## src/tsm_pkg.sv

```systemverilog
package tsm_pkg;
	// data path shape, fixed for this port
	localparam int DATA_W      = 32;
	localparam int LANES       = DATA_W / 8;
	localparam int BYTE_ADDR_W = 20;
	localparam int CNT_W       = 4;
	localparam int LAT_W       = 3;
	localparam int PIPE_DEPTH  = 8;

	// byte-address bit that feeds the memory's lowest address line
	function automatic int ext_addr_lsb_f(input int width);
		int lsb;
		lsb = 0;
		for (int i = 0; i < 8; i++) begin
			if (width > (8 << i)) begin
				lsb = i + 1;
			end
		end
		return lsb;
	endfunction : ext_addr_lsb_f

	localparam int EXT_ADDR_LSB = ext_addr_lsb_f(DATA_W);
	localparam int MEM_ADDR_W   = BYTE_ADDR_W - EXT_ADDR_LSB;

	// reset and idle levels of the active-low pin strobes, and the reset level of ready
	localparam logic STROBE_OFF_N = 1'b1;
	localparam logic READY_RST    = 1'b0;

	typedef enum logic [4:0] {
		ST_IDLE   = 5'b00001,
		ST_SETUP  = 5'b00010,
		ST_ACCESS = 5'b00100,
		ST_HOLD   = 5'b01000,
		ST_PREAD  = 5'b10000
	} xfer_state_t;
endpackage : tsm_pkg

```

## src/rd_path_if.sv

```systemverilog
`timescale 1ns/1ps
interface rd_path_if;
	logic                    issue;
	logic [tsm_pkg::LAT_W-1:0] lat;
	logic                    done;
	logic                    pending;
	logic                    pend_nxt;
	logic                    cap;

	modport ctrl  (output issue, output lat, output cap, input done, input pending, input pend_nxt);
	modport track (input issue, input lat, output done, output pending, output pend_nxt);
	modport samp  (input cap);
endinterface : rd_path_if

```

## src/read_sampler.sv

```systemverilog
`timescale 1ns/1ps
module read_sampler (
	input  wire logic                        sys_clk,
	input  wire logic                        rst,
	rd_path_if.samp                          rp,
	input  wire logic [tsm_pkg::DATA_W-1:0]  dq_i,
	output logic                             rsp_valid_r,
	output logic      [tsm_pkg::DATA_W-1:0]  rsp_data_r
);
	logic [tsm_pkg::DATA_W-1:0] dq_meta_r;
	logic [tsm_pkg::DATA_W-1:0] dq_sync_r;
	logic                       cap_d1_r;
	logic                       cap_d2_r;
	logic                       rsp_valid_nxt;
	logic [tsm_pkg::DATA_W-1:0] rsp_data_nxt;

	// pin data passes two flops; the capture mark is delayed to line up with it
	always_comb begin
		rsp_valid_nxt = cap_d2_r;
		rsp_data_nxt  = cap_d2_r ? dq_sync_r : rsp_data_r;
	end

	always_ff @(posedge sys_clk) begin
		if (rst) begin
			dq_meta_r   <= '0;
			dq_sync_r   <= '0;
			cap_d1_r    <= 1'b0;
			cap_d2_r    <= 1'b0;
			rsp_valid_r <= 1'b0;
			rsp_data_r  <= '0;
		end else begin
			dq_meta_r   <= dq_i;
			dq_sync_r   <= dq_meta_r;
			cap_d1_r    <= rp.cap;
			cap_d2_r    <= cap_d1_r;
			rsp_valid_r <= rsp_valid_nxt;
			rsp_data_r  <= rsp_data_nxt;
		end
	end
endmodule : read_sampler

```

## src/read_tracker.sv

```systemverilog
`timescale 1ns/1ps
module read_tracker (
	input wire logic sys_clk,
	input wire logic rst,
	rd_path_if.track rp
);
	logic [tsm_pkg::PIPE_DEPTH-1:0] busy_r;
	logic [tsm_pkg::PIPE_DEPTH-1:0] busy_nxt;
	logic [tsm_pkg::PIPE_DEPTH-1:0] lat_mask;
	logic [tsm_pkg::LAT_W-1:0]      eff_lat;

	// a latency of zero is taken as one; the latency is fixed, never data driven
	assign eff_lat = (rp.lat == '0) ? 3'h1 : rp.lat;

	// one mask bit per pipeline slot still inside the read latency
	for (genvar i = 0; i < tsm_pkg::PIPE_DEPTH; i++) begin : g_mask
		assign lat_mask[i] = (i < int'(eff_lat));
	end

	// each address phase enters a slot and walks out after the latency
	always_comb begin
		busy_nxt = {busy_r[tsm_pkg::PIPE_DEPTH-2:0], rp.issue} & lat_mask;
	end

	always_ff @(posedge sys_clk) begin
		if (rst) begin
			busy_r <= '0;
		end else begin
			busy_r <= busy_nxt;
		end
	end

	assign rp.done     = busy_r[eff_lat - 3'h1];  // this edge ends a pipelined read
	assign rp.pending  = |busy_r;
	assign rp.pend_nxt = |busy_nxt;
endmodule : read_tracker

```

## src/tristate_memory_port.sv

```systemverilog
`timescale 1ns/1ps
module tristate_memory_port (
	input  wire logic                             sys_clk,
	input  wire logic                             rst,
	input  wire logic                             cfg_pipelined,
	input  wire logic                             cfg_cs_through_latency,
	input  wire logic [tsm_pkg::LAT_W-1:0]        cfg_read_latency,
	input  wire logic [tsm_pkg::CNT_W-1:0]        cfg_setup_cycles,
	input  wire logic [tsm_pkg::CNT_W-1:0]        cfg_wait_cycles,
	input  wire logic [tsm_pkg::CNT_W-1:0]        cfg_hold_cycles,
	input  wire logic                             req_valid,
	input  wire logic                             req_write,
	input  wire logic [tsm_pkg::BYTE_ADDR_W-1:0]  req_addr,
	input  wire logic [tsm_pkg::DATA_W-1:0]       req_wdata,
	input  wire logic [tsm_pkg::LANES-1:0]        req_lanes,
	output logic                                  req_ready_r,
	output logic                                  rsp_valid_r,
	output logic      [tsm_pkg::DATA_W-1:0]       rsp_data_r,
	output logic      [tsm_pkg::MEM_ADDR_W-1:0]   mem_addr_r,
	input  wire logic [tsm_pkg::DATA_W-1:0]       mem_dq_i,
	output logic      [tsm_pkg::DATA_W-1:0]       mem_dq_o_r,
	output logic                                  mem_dq_oe_n_r,
	output logic                                  mem_cs_n_r,
	output logic                                  mem_rd_n_r,
	output logic                                  mem_oe_n_r,
	output logic                                  mem_we_n_r,
	output logic      [tsm_pkg::LANES-1:0]        mem_be_n_r
);
	tsm_pkg::xfer_state_t             state_r;
	tsm_pkg::xfer_state_t             state_nxt;
	logic [tsm_pkg::CNT_W-1:0]        cnt_r;
	logic [tsm_pkg::CNT_W-1:0]        cnt_nxt;
	logic                             write_r;
	logic                             write_nxt;
	logic [tsm_pkg::LANES-1:0]        lanes_r;
	logic [tsm_pkg::LANES-1:0]        lanes_nxt;
	logic [tsm_pkg::MEM_ADDR_W-1:0]   addr_nxt;
	logic [tsm_pkg::DATA_W-1:0]       wdata_nxt;
	logic                             take;
	logic                             np_cap;
	logic                             wr_phase;
	logic                             rd_np;
	logic                             rd_strobe;
	logic                             oe_on;
	logic                             cs_on;
	logic                             we_on;
	logic                             ready_nxt;
	logic                             dq_oe_n_nxt;
	logic                             cs_n_nxt;
	logic                             rd_n_nxt;
	logic                             oe_n_nxt;
	logic                             we_n_nxt;
	logic [tsm_pkg::LANES-1:0]        be_n_nxt;

	rd_path_if rp ();

	read_tracker u_tracker (
		.sys_clk (sys_clk),
		.rst     (rst),
		.rp      (rp.track)
	);

	read_sampler u_sampler (
		.sys_clk     (sys_clk),
		.rst         (rst),
		.rp          (rp.samp),
		.dq_i        (mem_dq_i),
		.rsp_valid_r (rsp_valid_r),
		.rsp_data_r  (rsp_data_r)
	);

	// a pipelined read counts as issued at the edge that ends its address phase
	assign rp.issue = (state_r == tsm_pkg::ST_PREAD);
	assign rp.lat   = cfg_read_latency;
	assign rp.cap   = cfg_pipelined ? rp.done : np_cap;

	// a write is refused while any pipelined read may still return data
	assign take = req_valid & req_ready_r
		& (~req_write | ((state_r == tsm_pkg::ST_IDLE) & ~rp.pending));

	// transfer sequencer: one single transfer per request, no bursts
	always_comb begin
		state_nxt = state_r;
		cnt_nxt   = cnt_r;
		write_nxt = write_r;
		lanes_nxt = lanes_r;
		addr_nxt  = mem_addr_r;
		wdata_nxt = mem_dq_o_r;
		np_cap    = 1'b0;
		unique case (state_r)
			tsm_pkg::ST_IDLE, tsm_pkg::ST_PREAD: begin
				state_nxt = tsm_pkg::ST_IDLE;
				if (take) begin
					// byte address in, word address out
					addr_nxt  = req_addr[tsm_pkg::BYTE_ADDR_W-1:tsm_pkg::EXT_ADDR_LSB];
					write_nxt = req_write;
					lanes_nxt = req_lanes;
					if (req_write) begin
						wdata_nxt = req_wdata;
					end
					if (cfg_pipelined && !req_write) begin
						state_nxt = tsm_pkg::ST_PREAD;
					end else if (cfg_setup_cycles != '0) begin
						state_nxt = tsm_pkg::ST_SETUP;
						cnt_nxt   = cfg_setup_cycles - 4'h1;
					end else begin
						state_nxt = tsm_pkg::ST_ACCESS;
						cnt_nxt   = cfg_wait_cycles;
					end
				end
			end
			tsm_pkg::ST_SETUP: begin
				if (cnt_r == '0) begin
					state_nxt = tsm_pkg::ST_ACCESS;
					cnt_nxt   = cfg_wait_cycles;
				end else begin
					cnt_nxt = cnt_r - 4'h1;
				end
			end
			tsm_pkg::ST_ACCESS: begin
				if (cnt_r != '0) begin
					cnt_nxt = cnt_r - 4'h1;
				end else begin
					// timing is purely counted; nothing from the memory can stretch it
					np_cap = ~write_r;
					if (write_r && cfg_hold_cycles != '0) begin
						state_nxt = tsm_pkg::ST_HOLD;
						cnt_nxt   = cfg_hold_cycles - 4'h1;
					end else begin
						state_nxt = tsm_pkg::ST_IDLE;
					end
				end
			end
			tsm_pkg::ST_HOLD: begin
				if (cnt_r == '0) begin
					state_nxt = tsm_pkg::ST_IDLE;
				end else begin
					cnt_nxt = cnt_r - 4'h1;
				end
			end
		endcase
	end

	// pin levels decoded from the next state, so every pin leaves a flop
	always_comb begin
		wr_phase  = write_nxt & (state_nxt inside {tsm_pkg::ST_SETUP, tsm_pkg::ST_ACCESS,
			tsm_pkg::ST_HOLD});
		rd_np     = ~write_nxt & (state_nxt == tsm_pkg::ST_ACCESS);
		rd_strobe = rd_np | (state_nxt == tsm_pkg::ST_PREAD);
		// pipelined: enable from address phase until no read is pending
		oe_on     = cfg_pipelined ? ((state_nxt == tsm_pkg::ST_PREAD) | rp.pend_nxt)
			: rd_np;
		// one select timing for all pipelined reads, fixed by a static input
		if (cfg_pipelined) begin
			cs_on = wr_phase | (cfg_cs_through_latency ? oe_on
				: (state_nxt == tsm_pkg::ST_PREAD));
		end else begin
			cs_on = wr_phase | (~write_nxt & (state_nxt inside {tsm_pkg::ST_SETUP,
				tsm_pkg::ST_ACCESS}));
		end
		we_on       = write_nxt & (state_nxt == tsm_pkg::ST_ACCESS);
		// active-low pin levels
		cs_n_nxt    = ~cs_on;
		rd_n_nxt    = ~rd_strobe;
		oe_n_nxt    = ~oe_on;
		we_n_nxt    = ~we_on;
		be_n_nxt    = ~({tsm_pkg::LANES{we_on}} & lanes_nxt);
		dq_oe_n_nxt = ~wr_phase;  // drive the shared bus only for writes
		ready_nxt   = (state_nxt inside {tsm_pkg::ST_IDLE, tsm_pkg::ST_PREAD});
	end

	// reset parks every strobe high and floats the data driver
	always_ff @(posedge sys_clk) begin
		if (rst) begin
			state_r       <= tsm_pkg::ST_IDLE;
			cnt_r         <= '0;
			write_r       <= 1'b0;
			lanes_r       <= '0;
			mem_addr_r    <= '0;
			mem_dq_o_r    <= '0;
			mem_dq_oe_n_r <= tsm_pkg::STROBE_OFF_N;
			mem_cs_n_r    <= tsm_pkg::STROBE_OFF_N;
			mem_rd_n_r    <= tsm_pkg::STROBE_OFF_N;
			mem_oe_n_r    <= tsm_pkg::STROBE_OFF_N;
			mem_we_n_r    <= tsm_pkg::STROBE_OFF_N;
			mem_be_n_r    <= {tsm_pkg::LANES{tsm_pkg::STROBE_OFF_N}};
			req_ready_r   <= tsm_pkg::READY_RST;
		end else begin
			state_r       <= state_nxt;
			cnt_r         <= cnt_nxt;
			write_r       <= write_nxt;
			lanes_r       <= lanes_nxt;
			mem_addr_r    <= addr_nxt;
			mem_dq_o_r    <= wdata_nxt;
			mem_dq_oe_n_r <= dq_oe_n_nxt;
			mem_cs_n_r    <= cs_n_nxt;
			mem_rd_n_r    <= rd_n_nxt;
			mem_oe_n_r    <= oe_n_nxt;
			mem_we_n_r    <= we_n_nxt;
			mem_be_n_r    <= be_n_nxt;
			req_ready_r   <= ready_nxt;
		end
	end

	// checker helper: counts hold cycles between write strobe release and bus release
	logic                             hold_seen_r;
	logic                             hold_seen_nxt;
	logic [tsm_pkg::CNT_W-1:0]        hold_len_r;
	logic [tsm_pkg::CNT_W-1:0]        hold_len_nxt;

	// a counter instead of a repetition: hold counts reach fifteen cycles
	always_comb begin
		hold_seen_nxt = hold_seen_r;
		hold_len_nxt  = hold_len_r;
		if (!mem_we_n_r) begin
			hold_seen_nxt = 1'b1;
			hold_len_nxt  = '0;
		end else if (hold_seen_r && !mem_dq_oe_n_r) begin
			hold_len_nxt = hold_len_r + 4'h1;
		end
		if (mem_dq_oe_n_r) begin
			hold_seen_nxt = 1'b0;  // bus released, the write is over
		end
	end

	always_ff @(posedge sys_clk) begin
		if (rst) begin
			hold_seen_r <= 1'b0;
			hold_len_r  <= '0;
		end else begin
			hold_seen_r <= hold_seen_nxt;
			hold_len_r  <= hold_len_nxt;
		end
	end
endmodule : tristate_memory_port

```

## config.mk

```make
export PLATFORM = sky130hd
export DESIGN_NAME = tristate_memory_port
export DESIGN_NICKNAME = d
export VERILOG_FILES = /design/src/tsm_pkg.sv /design/src/rd_path_if.sv /design/src/read_sampler.sv /design/src/read_tracker.sv /design/src/tristate_memory_port.sv
export SDC_FILE = /design/constraint.sdc
export NUM_CORES = 1
export LEC_CHECK = 0
export ABC_AREA = 1
export BUFFER_PORTS_ARGS = -buffer_cell sky130_fd_sc_hd__buf_2
export CORE_MARGIN = 3
export CORE_UTILIZATION = 46
export CTS_BUF_LIST = sky130_fd_sc_hd__clkbuf_16
export CTS_CLUSTER_SIZE = 28
export DETAILED_ROUTE_END_ITERATION = 12
export GPL_TIMING_DRIVEN = 0
export PLACE_DENSITY_LB_ADDON = 0.08
export SLEW_MARGIN = 20
export SYNTH_ARGS = -nofsm -noshare
export SYNTH_HDL_FRONTEND = slang
export SYNTH_HIERARCHICAL = 1
export SYNTH_SLANG_ARGS = --single-unit
export TNS_END_PERCENT = 50
```

## constraint.sdc

```tcl
create_clock -name sys_clk -period 1.7 [get_ports sys_clk]
set_input_delay 0.34 -clock sys_clk [delete_from_list [all_inputs] [get_ports sys_clk]]
set_output_delay 0.34 -clock sys_clk [all_outputs]
set_load 0.005 [all_outputs]
```

==> flow_summary.toml <==
[run_status]
status = "complete, but fails checks"
violations = "setup timing"

[logic_synthesis]
synth-seq-area-share_pct = 53.0
yosysWarnings = 6
avgSynthCellArea_um2 = 7.68
synth_cell_type_count = 34
ys_seq_elements = 180
synth_cells = 886
synth_nets = 1000
syn_area_um2 = 6800

[timing]
rsz0062_at_grt = "true"
setup_viol = 37
setup-tns-final_ns = -2.37
setup_ws_ns = -0.111
worst_pin_slew_ns = 0.554
report.final.slew_viol_count = 0
max_clock_freq_ghz = 0.552
fin_crit_sh_pct = 107
relSlewSlack_pct = 63.1
fin_crit_ns = 1.81
hold_violations = 0
clock_skew_ns = 0.00811

[global_route]
antenna_found_initial = 0
grt_pass1_wl_mm = 25.1
grt-ovfl-total = 0
grt_use_total_pct = 19.2
grt_max_degree = 17
grt_pass1_vias = 5468

[clock_network]
hold_buffers = 0
clock_path_buffers = 2
h-tree-depth = 4
cts_tree = "built"
cts_made_buffers = 17
root_buffer = "clkbuf_16"
clk_pin_slew_ns = 0.06
clkLatencyLatePin_ns = 0.43
cts.sinks = 180

[setup_path]
cp_slowest_cell = "dfxtp_2"
crit_path_max_incr_delay_ns = 0.32
crit_path_end = "mem_cs_n_r"
cp-start-kind = "flip-flop"
crit_start = "u_tracker/busy_r[4]"
r2r_start = "u_tracker/busy_r[4]"
rr_endpoint = "mem_cs_n_r"
reg2reg_depth = 15
criticalPathCategory = "flip-flop to flip-flop"
path_max_fanout = 5
critical_path_arrival_ns = 2.14
path_buf_inv = 5
ff2ff_setup_slack_ns = -0.11
path_delay_family = "simple AND/OR/NAND/NOR gates"
required_ns = 2.03
cp.depth = 15
end_kind = "flip-flop"
path_cells = "nor3_2 -> nand4_1 -> inv_1 -> nand4_1 -> nand2_2 -> nand3_4 -> inv_4 -> nand2_4 -> buf_6 -> nand2_4 -> inv_4 -> nor2_4 -> nand3_2 -> nand2_1 -> inv_1"

[pwr]
power_mw = 9.45
netSwitchingPower_mw = 2.20
swShare_pct = 23.3
pwr-share-comb_pct = 9.7
internal-power_mw = 7.25
powerDensity_nw_per_um2 = 1070
ir_worst_vdd_mv = 0.693
seqPwrFrac_pct = 47.3
p_leak_nw = 4.30
clockPowerShare_pct = 42.9

[floorplan]
core_um2 = 14100
pin_count = 202
start_util_pct = 48.1
die_w_um = 128
rows = 43
die_y_um = 128
die-area_um2 = 16300

[place]
dp_hpwl_mm = 11.6
dp_slack_ns = -0.252
port-buffer-count = 199
gp_congestion = 0.841

[route]
num_vias = 5780
first_iter_violations = 203
drc = 0
firstDrtPassIters = 4
drt-total-wl_mm = 15.2
via_per_inst = 4.42
wl_per_cell_um = 11.7
drtAntennaViolNets = 0

[worst_hold_path]
hold_class = "input pin to flip-flop"

[layout]
final_cell_mix = "buf_2, dfxtp_1, inv_1"
insertedDiodeCount = 0
fillers = 1341
nets = 1228
finish.utilization_pct = 62.4
drive_above_1_share_pct = 27.5
syn2layout_area_growth_pct = 29.7
layout_commonest_cell = "buf_2"

[flow_run]
maxCapViolations = 0
## layer usage
layer  vias up  GRT usage [%]  wire (um)
met5         -              0          0
met4         0           6.80        315
met3        24           7.07       1090
met2       141           33.0       7500
met1      2507           22.0       6340
li1       3108              -          -
## sequential cells by signal, indices dropped and copies added (netlist names), 4 cells and up
signal / cells
mem_be_n_r: 4
cnt_r: 4
u_sampler/dq_sync_r: 32
u_tracker/busy_r: 7
state_r: 5
u_sampler/rsp_data_r: 32
mem_addr_r: 18
mem_dq_o_r: 32
u_sampler/dq_meta_r: 32
lanes_r: 4
## synthesized netlist by cell type
| cell | number | area [um^2] |
|---|---|---|
| a21boi_0 | 2 | 15.0 |
| nand2_2 | 3 | 18.8 |
| buf_6 | 13 | 146 |
| nand3b_1 | 1 | 7.51 |
| nand2_4 | 1 | 11.3 |
| nor3_1 | 4 | 20.0 |
| nand4_1 | 5 | 31.3 |
| nand2_1 | 153 | 574 |
| nand3_1 | 15 | 75.1 |
| nor2_1 | 162 | 608 |
| a211oi_1 | 1 | 7.51 |
| o41ai_1 | 1 | 8.76 |
| a21oi_1 | 60 | 300 |
| o311ai_0 | 1 | 8.76 |
| dfxtp_1 | 180 | 3600 |
| xor2_1 | 4 | 35.0 |
| o211ai_1 | 2 | 15.0 |
| o21bai_1 | 1 | 7.51 |
| nor3_2 | 1 | 10.0 |
| clkbuf_2 | 2 | 10.0 |
| clkinv_1 | 1 | 3.75 |
| ha_1 | 5 | 62.6 |
| buf_4 | 1 | 7.51 |
| o21ai_0 | 54 | 270 |
| buf_2 | 9 | 45.0 |
| nor2_4 | 12 | 135 |
| buf_8 | 1 | 15.0 |
| o21ai_2 | 1 | 8.76 |
| nand3_2 | 3 | 30.0 |
| clkbuf_1 | 10 | 37.5 |
| inv_2 | 5 | 18.8 |
| o21ai_1 | 2 | 10.0 |
| inv_1 | 169 | 634 |
| mux2i_1 | 1 | 10.0 |
## kinds of logic (layout without fill, tap and decap cells)
| family | count (synthesis) | count (layout) | share of synthesized area, % |
|---|---|---|---|
| simple gates | 360 | 360 | 22.4 |
| mux | 1 | 1 | 0.147 |
| xor+xnor | 4 | 4 | 0.515 |
| flops | 180 | 180 | 53.0 |
| compound gates | 125 | 125 | 9.58 |
| fa+ha+maj | 5 | 5 | 0.920 |
| buf+inv | 211 | 452 | 13.5 |
## how the worst min path moves through the flow
stage                            startpoint                       to  slack, ns  cells past startpoint
floorplan                u_sampler/cap_d1_r       u_sampler/cap_d2_r       0.39                      2
finish                         mem_dq_i[20]  u_sampler/dq_meta_r[20]       0.11                      3
detailed placement  u_sampler/dq_meta_r[31]  u_sampler/dq_sync_r[31]       0.39                      2
CTS                            mem_dq_i[20]  u_sampler/dq_meta_r[20]        0.1                      3
global route                   mem_dq_i[20]  u_sampler/dq_meta_r[20]       0.10                      3
global placement         u_sampler/cap_d1_r       u_sampler/cap_d2_r       0.39                      2
## area by class of cell
class	instances	area, um^2	area share (%)
Sequential cell	180	3600	40.8
Multi-Input combinational cell	495	2350	26.7
Timing Repair Buffer	209	1070	12.1
Inverter	175	667	7.56
Clock buffer	17	425	4.82
Buffer	36	290	3.29
Tap cell	180	225	2.55
Clock inverter	15	189	2.14
## worst min-delay path, stage by stage
cell and delay (ns):
buf_2 0.07, inv_1 0.03, nor2_1 0.06
## what timing repair did
| item | in CTS | in global routing |
|---|---|---|
| pin swaps | 3 | 4 |
| cloned | 1 | 0 |
| hold endpoints to repair | 0 | 0 |
| buffers inserted | 6 | 3 |
| endpoints found under the setup margin | 67 | 69 |
| resized for setup | 35 | 32 |
## power by group through the flow
stage               Clock, mW  Sequential (mW)  Combinational [mW]
global route             4.33             4.49                1.05
global placement            0             4.56               0.854
finish                   4.06             4.47               0.920
detailed placement          0             4.57               0.860
CTS                      4.13             4.47               0.899
floorplan                   0             4.57               0.504
## stage by stage
stage | instances | cell area, um^2 | hold slack, ns
final | 1307 | 8820 | 0.112
after global routing | 1307 | 8820 | 0.101
after CTS | 1304 | 8740 | 0.0987
after detailed placement | 1265 | 8020 | 0.392
after global placement | 1265 | 8020 | 0.389
after floorplan | 886 | 6800 | 0.388
(Power assumes the default switching activity.)
